## config.mk

```make
export PLATFORM = sky130hd
export DESIGN_NAME = cpu_status_datapath
export DESIGN_NICKNAME = d
export VERILOG_FILES = /design/src/rtl/cpu_status_datapath.v /design/src/rtl/input_scaler.v
export VERILOG_INCLUDE_DIRS = /design/src /design/src/inc
export SDC_FILE = /design/constraint.sdc
export NUM_CORES = 1
export LEC_CHECK = 0
export BUFFER_PORTS_ARGS = -buffer_cell sky130_fd_sc_hd__buf_2
export CAP_MARGIN = 40
export CORE_ASPECT_RATIO = 1.5
export CORE_MARGIN = 10
export CORE_UTILIZATION = 55
export CTS_BUF_LIST = sky130_fd_sc_hd__clkbuf_8
export DETAILED_ROUTE_END_ITERATION = 8
export GPL_ROUTABILITY_DRIVEN = 0
export PLACE_DENSITY_LB_ADDON = 0.2
export SYNTH_ARGS = -nofsm -noshare
export SYNTH_HDL_FRONTEND = slang
export SYNTH_HIERARCHICAL = 1
export SYNTH_SLANG_ARGS = --single-unit
```

## constraint.sdc

```tcl
create_clock -name ref_clk_i -period 5 [get_ports ref_clk_i]
set_input_delay 1 -clock ref_clk_i [delete_from_list [all_inputs] [get_ports ref_clk_i]]
set_output_delay 1 -clock ref_clk_i [all_outputs]
set_load 0.02 [all_outputs]
```

## src/inc/cpu_status_defines.vh

```
`ifndef CPU_STATUS_DEFINES_VH
`define CPU_STATUS_DEFINES_VH

// status word a field positions
`define SWA_PAGE_LSB      0
`define SWA_PAGE_MSB      8
`define SWA_IRQ_MASK_BIT  9
`define SWA_RSVD_BIT      10
`define SWA_OVM_BIT       11
`define SWA_OVF_BIT       12
`define SWA_ARP_LSB       13
`define SWA_ARP_MSB       15

// status word b field positions
`define SWB_PM_LSB        0
`define SWB_PM_MSB        1
`define SWB_XF_BIT        4
`define SWB_C_BIT         9
`define SWB_SXM_BIT       10
`define SWB_TC_BIT        11
`define SWB_CNF_BIT       12
`define SWB_ARB_LSB       13
`define SWB_ARB_MSB       15
`define SWB_RSVD_MASK     16'h01ec

// reset values
`define RST_PAGE          9'h000
`define RST_IRQ_MASK      1'b1
`define RST_OVF           1'b0
`define RST_OVM           1'b0
`define RST_PM            2'h0
`define RST_SXM           1'b1
`define RST_TC            1'b0
`define RST_XF            1'b1

// product shift mode codes and amounts
`define PM_NONE           2'h0
`define PM_LEFT1          2'h1
`define PM_LEFT4          2'h2
`define PM_RIGHT6         2'h3

// selectors for set/clear bit instruction
`define BIT_SEL_IRQ_MASK  3'h0
`define BIT_SEL_OVM       3'h1
`define BIT_SEL_SXM       3'h2
`define BIT_SEL_TC        3'h3
`define BIT_SEL_XF        3'h4

// saturation limits
`define ACC_MAX_POS       32'h7fffffff
`define ACC_MAX_NEG       32'h80000000

`endif

```

## src/rtl/cpu_status_datapath.v

```verilog
// How it works
// [RULE1] direct address is 9-bit page pointer above 7 instruction bits
// [RULE2] page pointer changes only on load-status or load-page writes
// [RULE3] mask 0 passes unmasked interrupts; mask 1 blocks all maskable ones
// [RULE4] mask never blocks reset or nmi; load-status leaves mask alone
// [RULE5] mask set by reset and when a maskable interrupt trap is taken
// [RULE6] overflow flag latches; cleared by reset, ov branch or load-status
// [RULE7] saturate mode 0 wraps, 1 saturates to most positive or negative
// [RULE8] product shift 00 none, 01 left one, 10 left four, zero fill
// [RULE9] product shift 11 is arithmetic right shift by six
// [RULE10] shift only on product path; product register itself unchanged
// [RULE11] product mode written by set-mode and load-status-one; reset clears
// [RULE12] sign extend mode 1 extends scaler data, 0 suppresses; reset sets
// [RULE13] add-no-extend style instructions always suppress sign extension
// [RULE14] test flag set by bit test, aux compare or normalize msb differ
// [RULE15] external flag drives output pin; set/clear bit; reset sets it
// [RULE16] scaler takes 16-bit bus data to 32 bits with no latency
// [RULE17] scaler shifts left 0 to 16; low zeros, high zero or sign
// [RULE18] shift count comes from instruction field or operand register
// [RULE19] multiplier gives signed or unsigned 32-bit product in one cycle
// [RULE20] all multiplies but unsigned treat operands as two's complement
// [RULE21] 16-bit operand register and 32-bit product register held
// [RULE22] arithmetic unit and accumulator are 32 bits wide
// [RULE23] reserved status bits read back as one
// [RULE24] status fields hold between instructions unless written or updated
`timescale 1ns/1ps
`default_nettype none
`include "cpu_status_defines.vh"

module cpu_status_datapath
  (
    // clock and reset
    input  wire        ref_clk_i,
    input  wire        arst_n_i,
    // status load and store
    input  wire        load_status_a_i,
    input  wire        load_status_b_i,
    input  wire [15:0] status_data_i,
    output reg  [15:0] status_word_a_o,
    output reg  [15:0] status_word_b_o,
    // page pointer and direct address
    input  wire        load_page_instr_i,
    input  wire [8:0]  page_value_i,
    input  wire [6:0]  instr_low_i,
    output reg  [15:0] direct_addr_o,
    // bit set and clear
    input  wire        set_bit_instr_i,
    input  wire        clear_bit_instr_i,
    input  wire [2:0]  bit_sel_i,
    input  wire        set_product_mode_instr_i,
    input  wire [1:0]  product_mode_value_i,
    // interrupts
    input  wire        irq_pending_i,
    input  wire        irq_trap_taken_i,
    output reg         irq_accept_o,
    // overflow and test events
    input  wire        conditional_branch_ov_i,
    input  wire        bit_test_one_i,
    input  wire        aux_compare_true_i,
    input  wire        normalize_instr_i,
    // scaler
    input  wire [15:0] bus_data_i,
    input  wire        shift_from_operand_i,
    input  wire [4:0]  shift_const_i,
    input  wire        add_no_extend_instr_i,
    // multiplier
    input  wire        load_operand_i,
    input  wire        multiply_i,
    input  wire        unsigned_multiply_instr_i,
    // arithmetic unit
    input  wire        acc_load_i,
    input  wire        acc_add_i,
    input  wire        operand_from_product_i,
    // outputs
    output reg  [31:0] accumulator_reg_o,
    output reg  [31:0] product_reg_o,
    output reg  [15:0] mult_operand_reg_o,
    output reg         overflow_flag_o,
    output reg         external_flag_out_o
  );

  // reset release synchroniser
  reg        rst_meta;
  reg        rst_sync_n;

  // status fields
  reg  [8:0] page_pointer;
  reg        global_irq_mask;
  reg        overflow_saturate_mode;
  reg  [1:0] product_shift_mode;
  reg        sign_extend_mode;
  reg        test_flag;
  reg  [2:0] aux_reg_select;
  reg  [2:0] arb_field;
  reg        carry_bit;
  reg        cnf_bit;

  // datapath
  reg  [31:0] next_acc;
  reg  [31:0] product_shifter;
  reg  [31:0] alu_operand;
  reg  [32:0] sum_ext;
  reg         overflow_event;
  wire [31:0] scaled;
  wire [4:0]  shift_amount;
  wire        sign_ext_eff;
  wire [31:0] mult_result;
  wire signed [32:0] mult_signed;
  wire [15:0] next_status_a;
  wire [15:0] next_status_b;
  wire        set_op;
  wire        clr_op;

  // reset is released synchronously; assertion stays asynchronous
  always @(posedge ref_clk_i or negedge arst_n_i)
  begin
    if (!arst_n_i)
    begin
      rst_meta   <= 1'b0;
      rst_sync_n <= 1'b0;
    end
    else
    begin
      rst_meta   <= 1'b1;
      rst_sync_n <= rst_meta;
    end
  end

  assign set_op = set_bit_instr_i & ~clear_bit_instr_i;
  assign clr_op = clear_bit_instr_i & ~set_bit_instr_i;

  // shift count source, low five bits of operand register
  assign shift_amount = shift_from_operand_i ? mult_operand_reg_o[4:0]
                                             : shift_const_i; // RULE18
  assign sign_ext_eff = sign_extend_mode & ~add_no_extend_instr_i; // RULE12 RULE13

  input_scaler u_input_scaler
  (
    .data_i     (bus_data_i),
    .shift_i    (shift_amount),
    .sign_ext_i (sign_ext_eff),
    .data_o     (scaled)
  );

  // one-cycle multiplier; unsigned mode zero-extends both operands
  assign mult_signed = $signed({unsigned_multiply_instr_i ? 1'b0
                                : mult_operand_reg_o[15],
                                mult_operand_reg_o})
                     * $signed({unsigned_multiply_instr_i ? 1'b0
                                : bus_data_i[15], bus_data_i}); // RULE19 RULE20
  assign mult_result = mult_signed[31:0]; // RULE19

  // product scaling only on the read path toward the arithmetic unit
  always @*
  begin
    case (product_shift_mode)
      `PM_NONE:   product_shifter = product_reg_o; // RULE8 RULE10
      `PM_LEFT1:  product_shifter = {product_reg_o[30:0], 1'b0}; // RULE8
      `PM_LEFT4:  product_shifter = {product_reg_o[27:0], 4'h0}; // RULE8
      `PM_RIGHT6: product_shifter = {{6{product_reg_o[31]}},
                                     product_reg_o[31:6]}; // RULE9
      default:    product_shifter = product_reg_o;
    endcase
  end

  // 32-bit add with signed overflow detect and optional saturation
  always @*
  begin
    alu_operand    = operand_from_product_i ? product_shifter : scaled;
    sum_ext        = {accumulator_reg_o[31], accumulator_reg_o}
                   + {alu_operand[31], alu_operand}; // RULE22
    overflow_event = 1'b0;
    next_acc       = accumulator_reg_o;
    if (acc_load_i)
      next_acc = alu_operand;
    else if (acc_add_i)
    begin
      overflow_event = sum_ext[32] ^ sum_ext[31];
      if (overflow_event && overflow_saturate_mode)
        next_acc = sum_ext[32] ? `ACC_MAX_NEG : `ACC_MAX_POS; // RULE7
      else
        next_acc = sum_ext[31:0]; // RULE7
    end
  end

  // status images with reserved bits forced high
  assign next_status_a = {aux_reg_select, overflow_flag_o,
                          overflow_saturate_mode, 1'b1,
                          global_irq_mask, page_pointer}; // RULE23
  assign next_status_b = {arb_field, cnf_bit, test_flag, sign_extend_mode,
                          carry_bit, 4'hf, external_flag_out_o,
                          2'h3, product_shift_mode}; // RULE23

  // status fields; held unless a write or event touches them
  always @(posedge ref_clk_i or negedge rst_sync_n)
  begin
    if (!rst_sync_n)
    begin
      page_pointer           <= `RST_PAGE;
      global_irq_mask        <= `RST_IRQ_MASK; // RULE5
      overflow_saturate_mode <= `RST_OVM;
      overflow_flag_o        <= `RST_OVF; // RULE6
      product_shift_mode     <= `RST_PM; // RULE11
      sign_extend_mode       <= `RST_SXM; // RULE12
      test_flag              <= `RST_TC;
      external_flag_out_o    <= `RST_XF; // RULE15
      aux_reg_select         <= 3'h0;
      arb_field              <= 3'h0;
      carry_bit              <= 1'b1;
      cnf_bit                <= 1'b0;
    end
    else
    begin
      // page pointer only via load-status or load-page
      if (load_status_a_i)
        page_pointer <= status_data_i[`SWA_PAGE_MSB:`SWA_PAGE_LSB]; // RULE2
      else if (load_page_instr_i)
        page_pointer <= page_value_i; // RULE2
      // load-status a deliberately leaves the mask alone
      if (irq_trap_taken_i)
        global_irq_mask <= 1'b1; // RULE5
      else if ((set_op | clr_op) && bit_sel_i == `BIT_SEL_IRQ_MASK)
        global_irq_mask <= set_op; // RULE4
      if (load_status_a_i)
      begin
        overflow_saturate_mode <= status_data_i[`SWA_OVM_BIT];
        aux_reg_select <= status_data_i[`SWA_ARP_MSB:`SWA_ARP_LSB];
      end
      else if ((set_op | clr_op) && bit_sel_i == `BIT_SEL_OVM)
        overflow_saturate_mode <= set_op;
      // overflow event wins over any clear in the same cycle
      if (overflow_event)
        overflow_flag_o <= 1'b1; // RULE6
      else if (load_status_a_i)
        overflow_flag_o <= status_data_i[`SWA_OVF_BIT]; // RULE6
      else if (conditional_branch_ov_i)
        overflow_flag_o <= 1'b0; // RULE6
      if (load_status_b_i)
        product_shift_mode <= status_data_i[`SWB_PM_MSB:`SWB_PM_LSB]; // RULE11
      else if (set_product_mode_instr_i)
        product_shift_mode <= product_mode_value_i; // RULE11
      if (load_status_b_i)
        sign_extend_mode <= status_data_i[`SWB_SXM_BIT];
      else if ((set_op | clr_op) && bit_sel_i == `BIT_SEL_SXM)
        sign_extend_mode <= set_op; // RULE12
      // hardware set beats software clear or load
      if (bit_test_one_i || aux_compare_true_i ||
          (normalize_instr_i &&
           (accumulator_reg_o[31] ^ accumulator_reg_o[30])))
        test_flag <= 1'b1; // RULE14
      else if (normalize_instr_i)
        test_flag <= 1'b0;
      else if (load_status_b_i)
        test_flag <= status_data_i[`SWB_TC_BIT];
      else if ((set_op | clr_op) && bit_sel_i == `BIT_SEL_TC)
        test_flag <= set_op;
      if (load_status_b_i)
        external_flag_out_o <= status_data_i[`SWB_XF_BIT];
      else if ((set_op | clr_op) && bit_sel_i == `BIT_SEL_XF)
        external_flag_out_o <= set_op; // RULE15
      if (load_status_b_i)
      begin
        arb_field <= status_data_i[`SWB_ARB_MSB:`SWB_ARB_LSB];
        cnf_bit   <= status_data_i[`SWB_CNF_BIT];
        carry_bit <= status_data_i[`SWB_C_BIT];
      end
    end
  end

  // datapath registers and registered views
  always @(posedge ref_clk_i or negedge rst_sync_n)
  begin
    if (!rst_sync_n)
    begin
      accumulator_reg_o  <= 32'h00000000;
      product_reg_o      <= 32'h00000000;
      mult_operand_reg_o <= 16'h0000;
      status_word_a_o    <= 16'h0000;
      status_word_b_o    <= 16'h0000;
      direct_addr_o      <= 16'h0000;
      irq_accept_o       <= 1'b0;
    end
    else
    begin
      accumulator_reg_o <= next_acc; // RULE22
      if (load_operand_i)
        mult_operand_reg_o <= bus_data_i; // RULE21
      if (multiply_i)
        product_reg_o <= mult_result; // RULE21 RULE10
      status_word_a_o <= next_status_a; // RULE24
      status_word_b_o <= next_status_b; // RULE24
      direct_addr_o   <= {page_pointer, instr_low_i}; // RULE1
      // nmi and reset never pass through this gate
      irq_accept_o    <= irq_pending_i & ~global_irq_mask; // RULE3 RULE4
    end
  end

endmodule

`default_nettype wire

```

## src/rtl/input_scaler.v

```verilog
`timescale 1ns/1ps
`default_nettype none

// combinational left shift 0..16 from 16-bit bus into 32-bit arith input
module input_scaler
  (
    // operand
    input  wire [15:0] data_i,
    input  wire [4:0]  shift_i,
    input  wire        sign_ext_i,
    // result
    output wire [31:0] data_o
  );

  wire [31:0] extended;
  wire [4:0]  amount;

  // high half gets sign copies or zeros
  assign extended = {{16{sign_ext_i & data_i[15]}}, data_i}; // RULE17
  // counts above sixteen clamp, the shifter only spans 0..16
  assign amount   = (shift_i > 5'h10) ? 5'h10 : shift_i; // RULE17
  assign data_o   = extended << amount; // RULE16

endmodule

`default_nettype wire

```

==> results.sh <==
export IMPL_critPathTopFamily="adder cells"
export IMPL_worst_pin_slew_ns=0.992
export IMPL_via_per_inst=5.98
export IMPL_rsz0062_at_grt="true"
export IMPL_setup_slack_ns=-0.973
export IMPL_syn_inst=2165
export IMPL_outcome="complete, but fails checks"
export IMPL_ys_ff_latch=141
export IMPL_ys_types=74
export IMPL_required_ns=5.43
export IMPL_multi_input_area_um2=16700
export IMPL_wl_per_cell_um=22.9
export IMPL_numCtsBuffers=17
export IMPL_ant_nets=0
export IMPL_grt_pass1_wl_mm=108
export IMPL_finalCriticalPeriod_ns=5.97
export IMPL_reg2reg_setup_slack_ns=-0.92
export IMPL_die_w_um=177
export IMPL_cts_sink_count=141
export IMPL_syn_area_per_cell_um2=9.39
export IMPL_final_common_cell="buf_4"
export IMPL_skew_ns=0.0301
export IMPL_grt_pass1_vias=20300
export IMPL_place_hpwl_mm=53.5
export IMPL_crit_buf_inv=5
export IMPL_violations="negative setup slack"
export IMPL_hold_class="input pin to asynchronous set/reset pin"
export IMPL_antenna_found_initial=4
export IMPL_synth_ff_type="dfrtp_1"
export IMPL_setup_viol=55
export IMPL_area_growth_syn_to_layout_pct=35.4
export IMPL_layout_drive_gt1_share_pct=40.7
export IMPL_path_class="input pin to flip-flop"
export IMPL_register_area_um2=3550
export IMPL_cts_root_buffer="clkbuf_8"
export IMPL_path_clk_slew_ns=0.10
export IMPL_timing_hold_violations_final=0
export IMPL_synth_area_um2=20300
export IMPL_start_kind="input pin"
export IMPL_final_util_pct=75.3
export IMPL_maxSlewViolCount=0
export IMPL_num_rows=86
export IMPL_grt_usage_pct=30.4
export IMPL_dieArea_um2=45200
export IMPL_slowest_delay_ns=0.54
export IMPL_drtIter0Drc=1708
export IMPL_fillers=2431
export IMPL_clockBufferDepth=2
export IMPL_synthArstFlopShare_pct=100
export IMPL_layout_common_cells="buf_4, inv_1, fa_1"
export IMPL_gr_total_overflow=0
export IMPL_slew_headroom_pct=33.6
export IMPL_grt_max_degree=54
export IMPL_dp_cells=3094
export IMPL_timing_final_crit_share_pct=119
export IMPL_clock_fmax_mhz=167
export IMPL_yosysSeqAreaShare_pct=17.4
export IMPL_synth_edf_count=0
export IMPL_pin_count=211
export IMPL_cts_tree="built"
export IMPL_drc=0
export IMPL_routed_wirelength_mm=73.8
export IMPL_worst_ep_arrival_time_ns=6.40
export IMPL_slowest_stage="fa_2"
export IMPL_post_place_ws_ns=-1.67
export IMPL_cap_violations=0
export IMPL_cts_max_level=4
export IMPL_vias=19200
export IMPL_layout_nets=3194
export IMPL_portBuffers=210
export IMPL_stdcell_count=3216
export IMPL_holdWs_ns=0.251
export IMPL_path_max_fanout=5
export IMPL_start_util_pct=55.6
export IMPL_core_area_um2=36600
export IMPL_yosysWarningCount=6
export IMPL_worstPathCellList="buf_12 > nand2b_4 > buf_4 > nor2_2 > fa_1 > fa_2 > fa_1 > fa_2 > fa_2 > inv_1 > fa_1 > inv_1 > ha_4 > a21o_1 > a21oi_2 > o21ai_2 > a211o_1 > a211oi_2 > o31ai_2 > buf_4 > a211o_1 > o211ai_1"
export IMPL_clk_latency_ns=0.53
export IMPL_crit_path_end_kind="flip-flop"
export IMPL_die_y_um=255
export IMPL_dr_pass1_iters=7
-- cell type report --
type                       count  share of cell area, %
inverter                     339                   4.62
clock buffer                  17                  0.850
sequential                   141                   12.9
clock inverter                15                  0.704
timing repair buffer         653                   18.1
antenna                        3                 0.0273
multi-input combinational   1564                   60.6
tap                          484                   2.20
-- path summary, 6_finish.rpt --
check / from / endpoint / cells past startpoint
worst max-delay path: unsigned_multiply_instr_i / product_reg_o[31] / 22
worst max register to register: mult_operand_reg_o[6] / product_reg_o[21] / 21
worst min-delay path: arst_n_i / rst_sync_n / 1
worst min register to register: rst_sync_n / status_word_b_o[0] / 0
min in group ref_clk_i: rst_meta / rst_sync_n / 0
max in group asynchronous: rst_sync_n / product_reg_o[9] / 1
-- state kept, by name (all words and copies together) (netlist names), 2 cells and up --
register and cells:
accumulator_reg_o 32, product_reg_o 32, mult_operand_reg_o 16, direct_addr_o 15
status_word_b_o 11, page_pointer 9, status_word_a_o 7, arb_field 3
aux_reg_select 3, product_shift_mode 2
-- cells in the mapped netlist, types with 46 or more instances --
cell        n  area, um^2
mux2_2     81         912
a21oi_1    99         495
nor2_1     98         368
nand2_1   213         800
clkbuf_1   86         323
a21o_1     46         345
inv_1     338        1270
and2_1    136         851
fa_1      283        5670
ha_1      115        1440
o21ai_0    69         345
dfrtp_1   137        3430
-- metal layers --
metal	GRT usage, %	wire, um
met1	32.2	24500
met2	55.1	38100
met3	4.59	5210
met4	17.7	5910
met5	0	16
-- kinds of logic after synthesis --
kind of cell               Yosys count  synth area share (%)
and+or+nand+nor                    578                  14.0
xor gates and xnor gates            49                  2.11
DFF                                141                  17.4
muxes                              156                  10.2
other                                1                0.0184
adders and majority gates          398                  34.9
buffers and inverters              462                  9.04
AOI/OAI and AO/OA                  380                  12.3
-- metrics by stage --
stage	setup TNS [ns]	cell area [um^2]
floorplan	-17.68	20800
global placement	-53.95	24600
detailed placement	-57.87	24600
CTS	-15.00	26100
global route	-44.07	27500
finish	-39.06	27500
-- timing repair --
action / 4_1_cts / 5_1_grt
pin swaps: 84 / 119
resized for setup: 195 / 210
buffers inserted: 38 / 43
gates cloned: 3 / 7
setup endpoints to repair: 56 / 56
hold buffers: 0 / 0
Power is not shown: default switching activity piles up to over one toggle a cycle in this logic, so the estimate is an artifact.
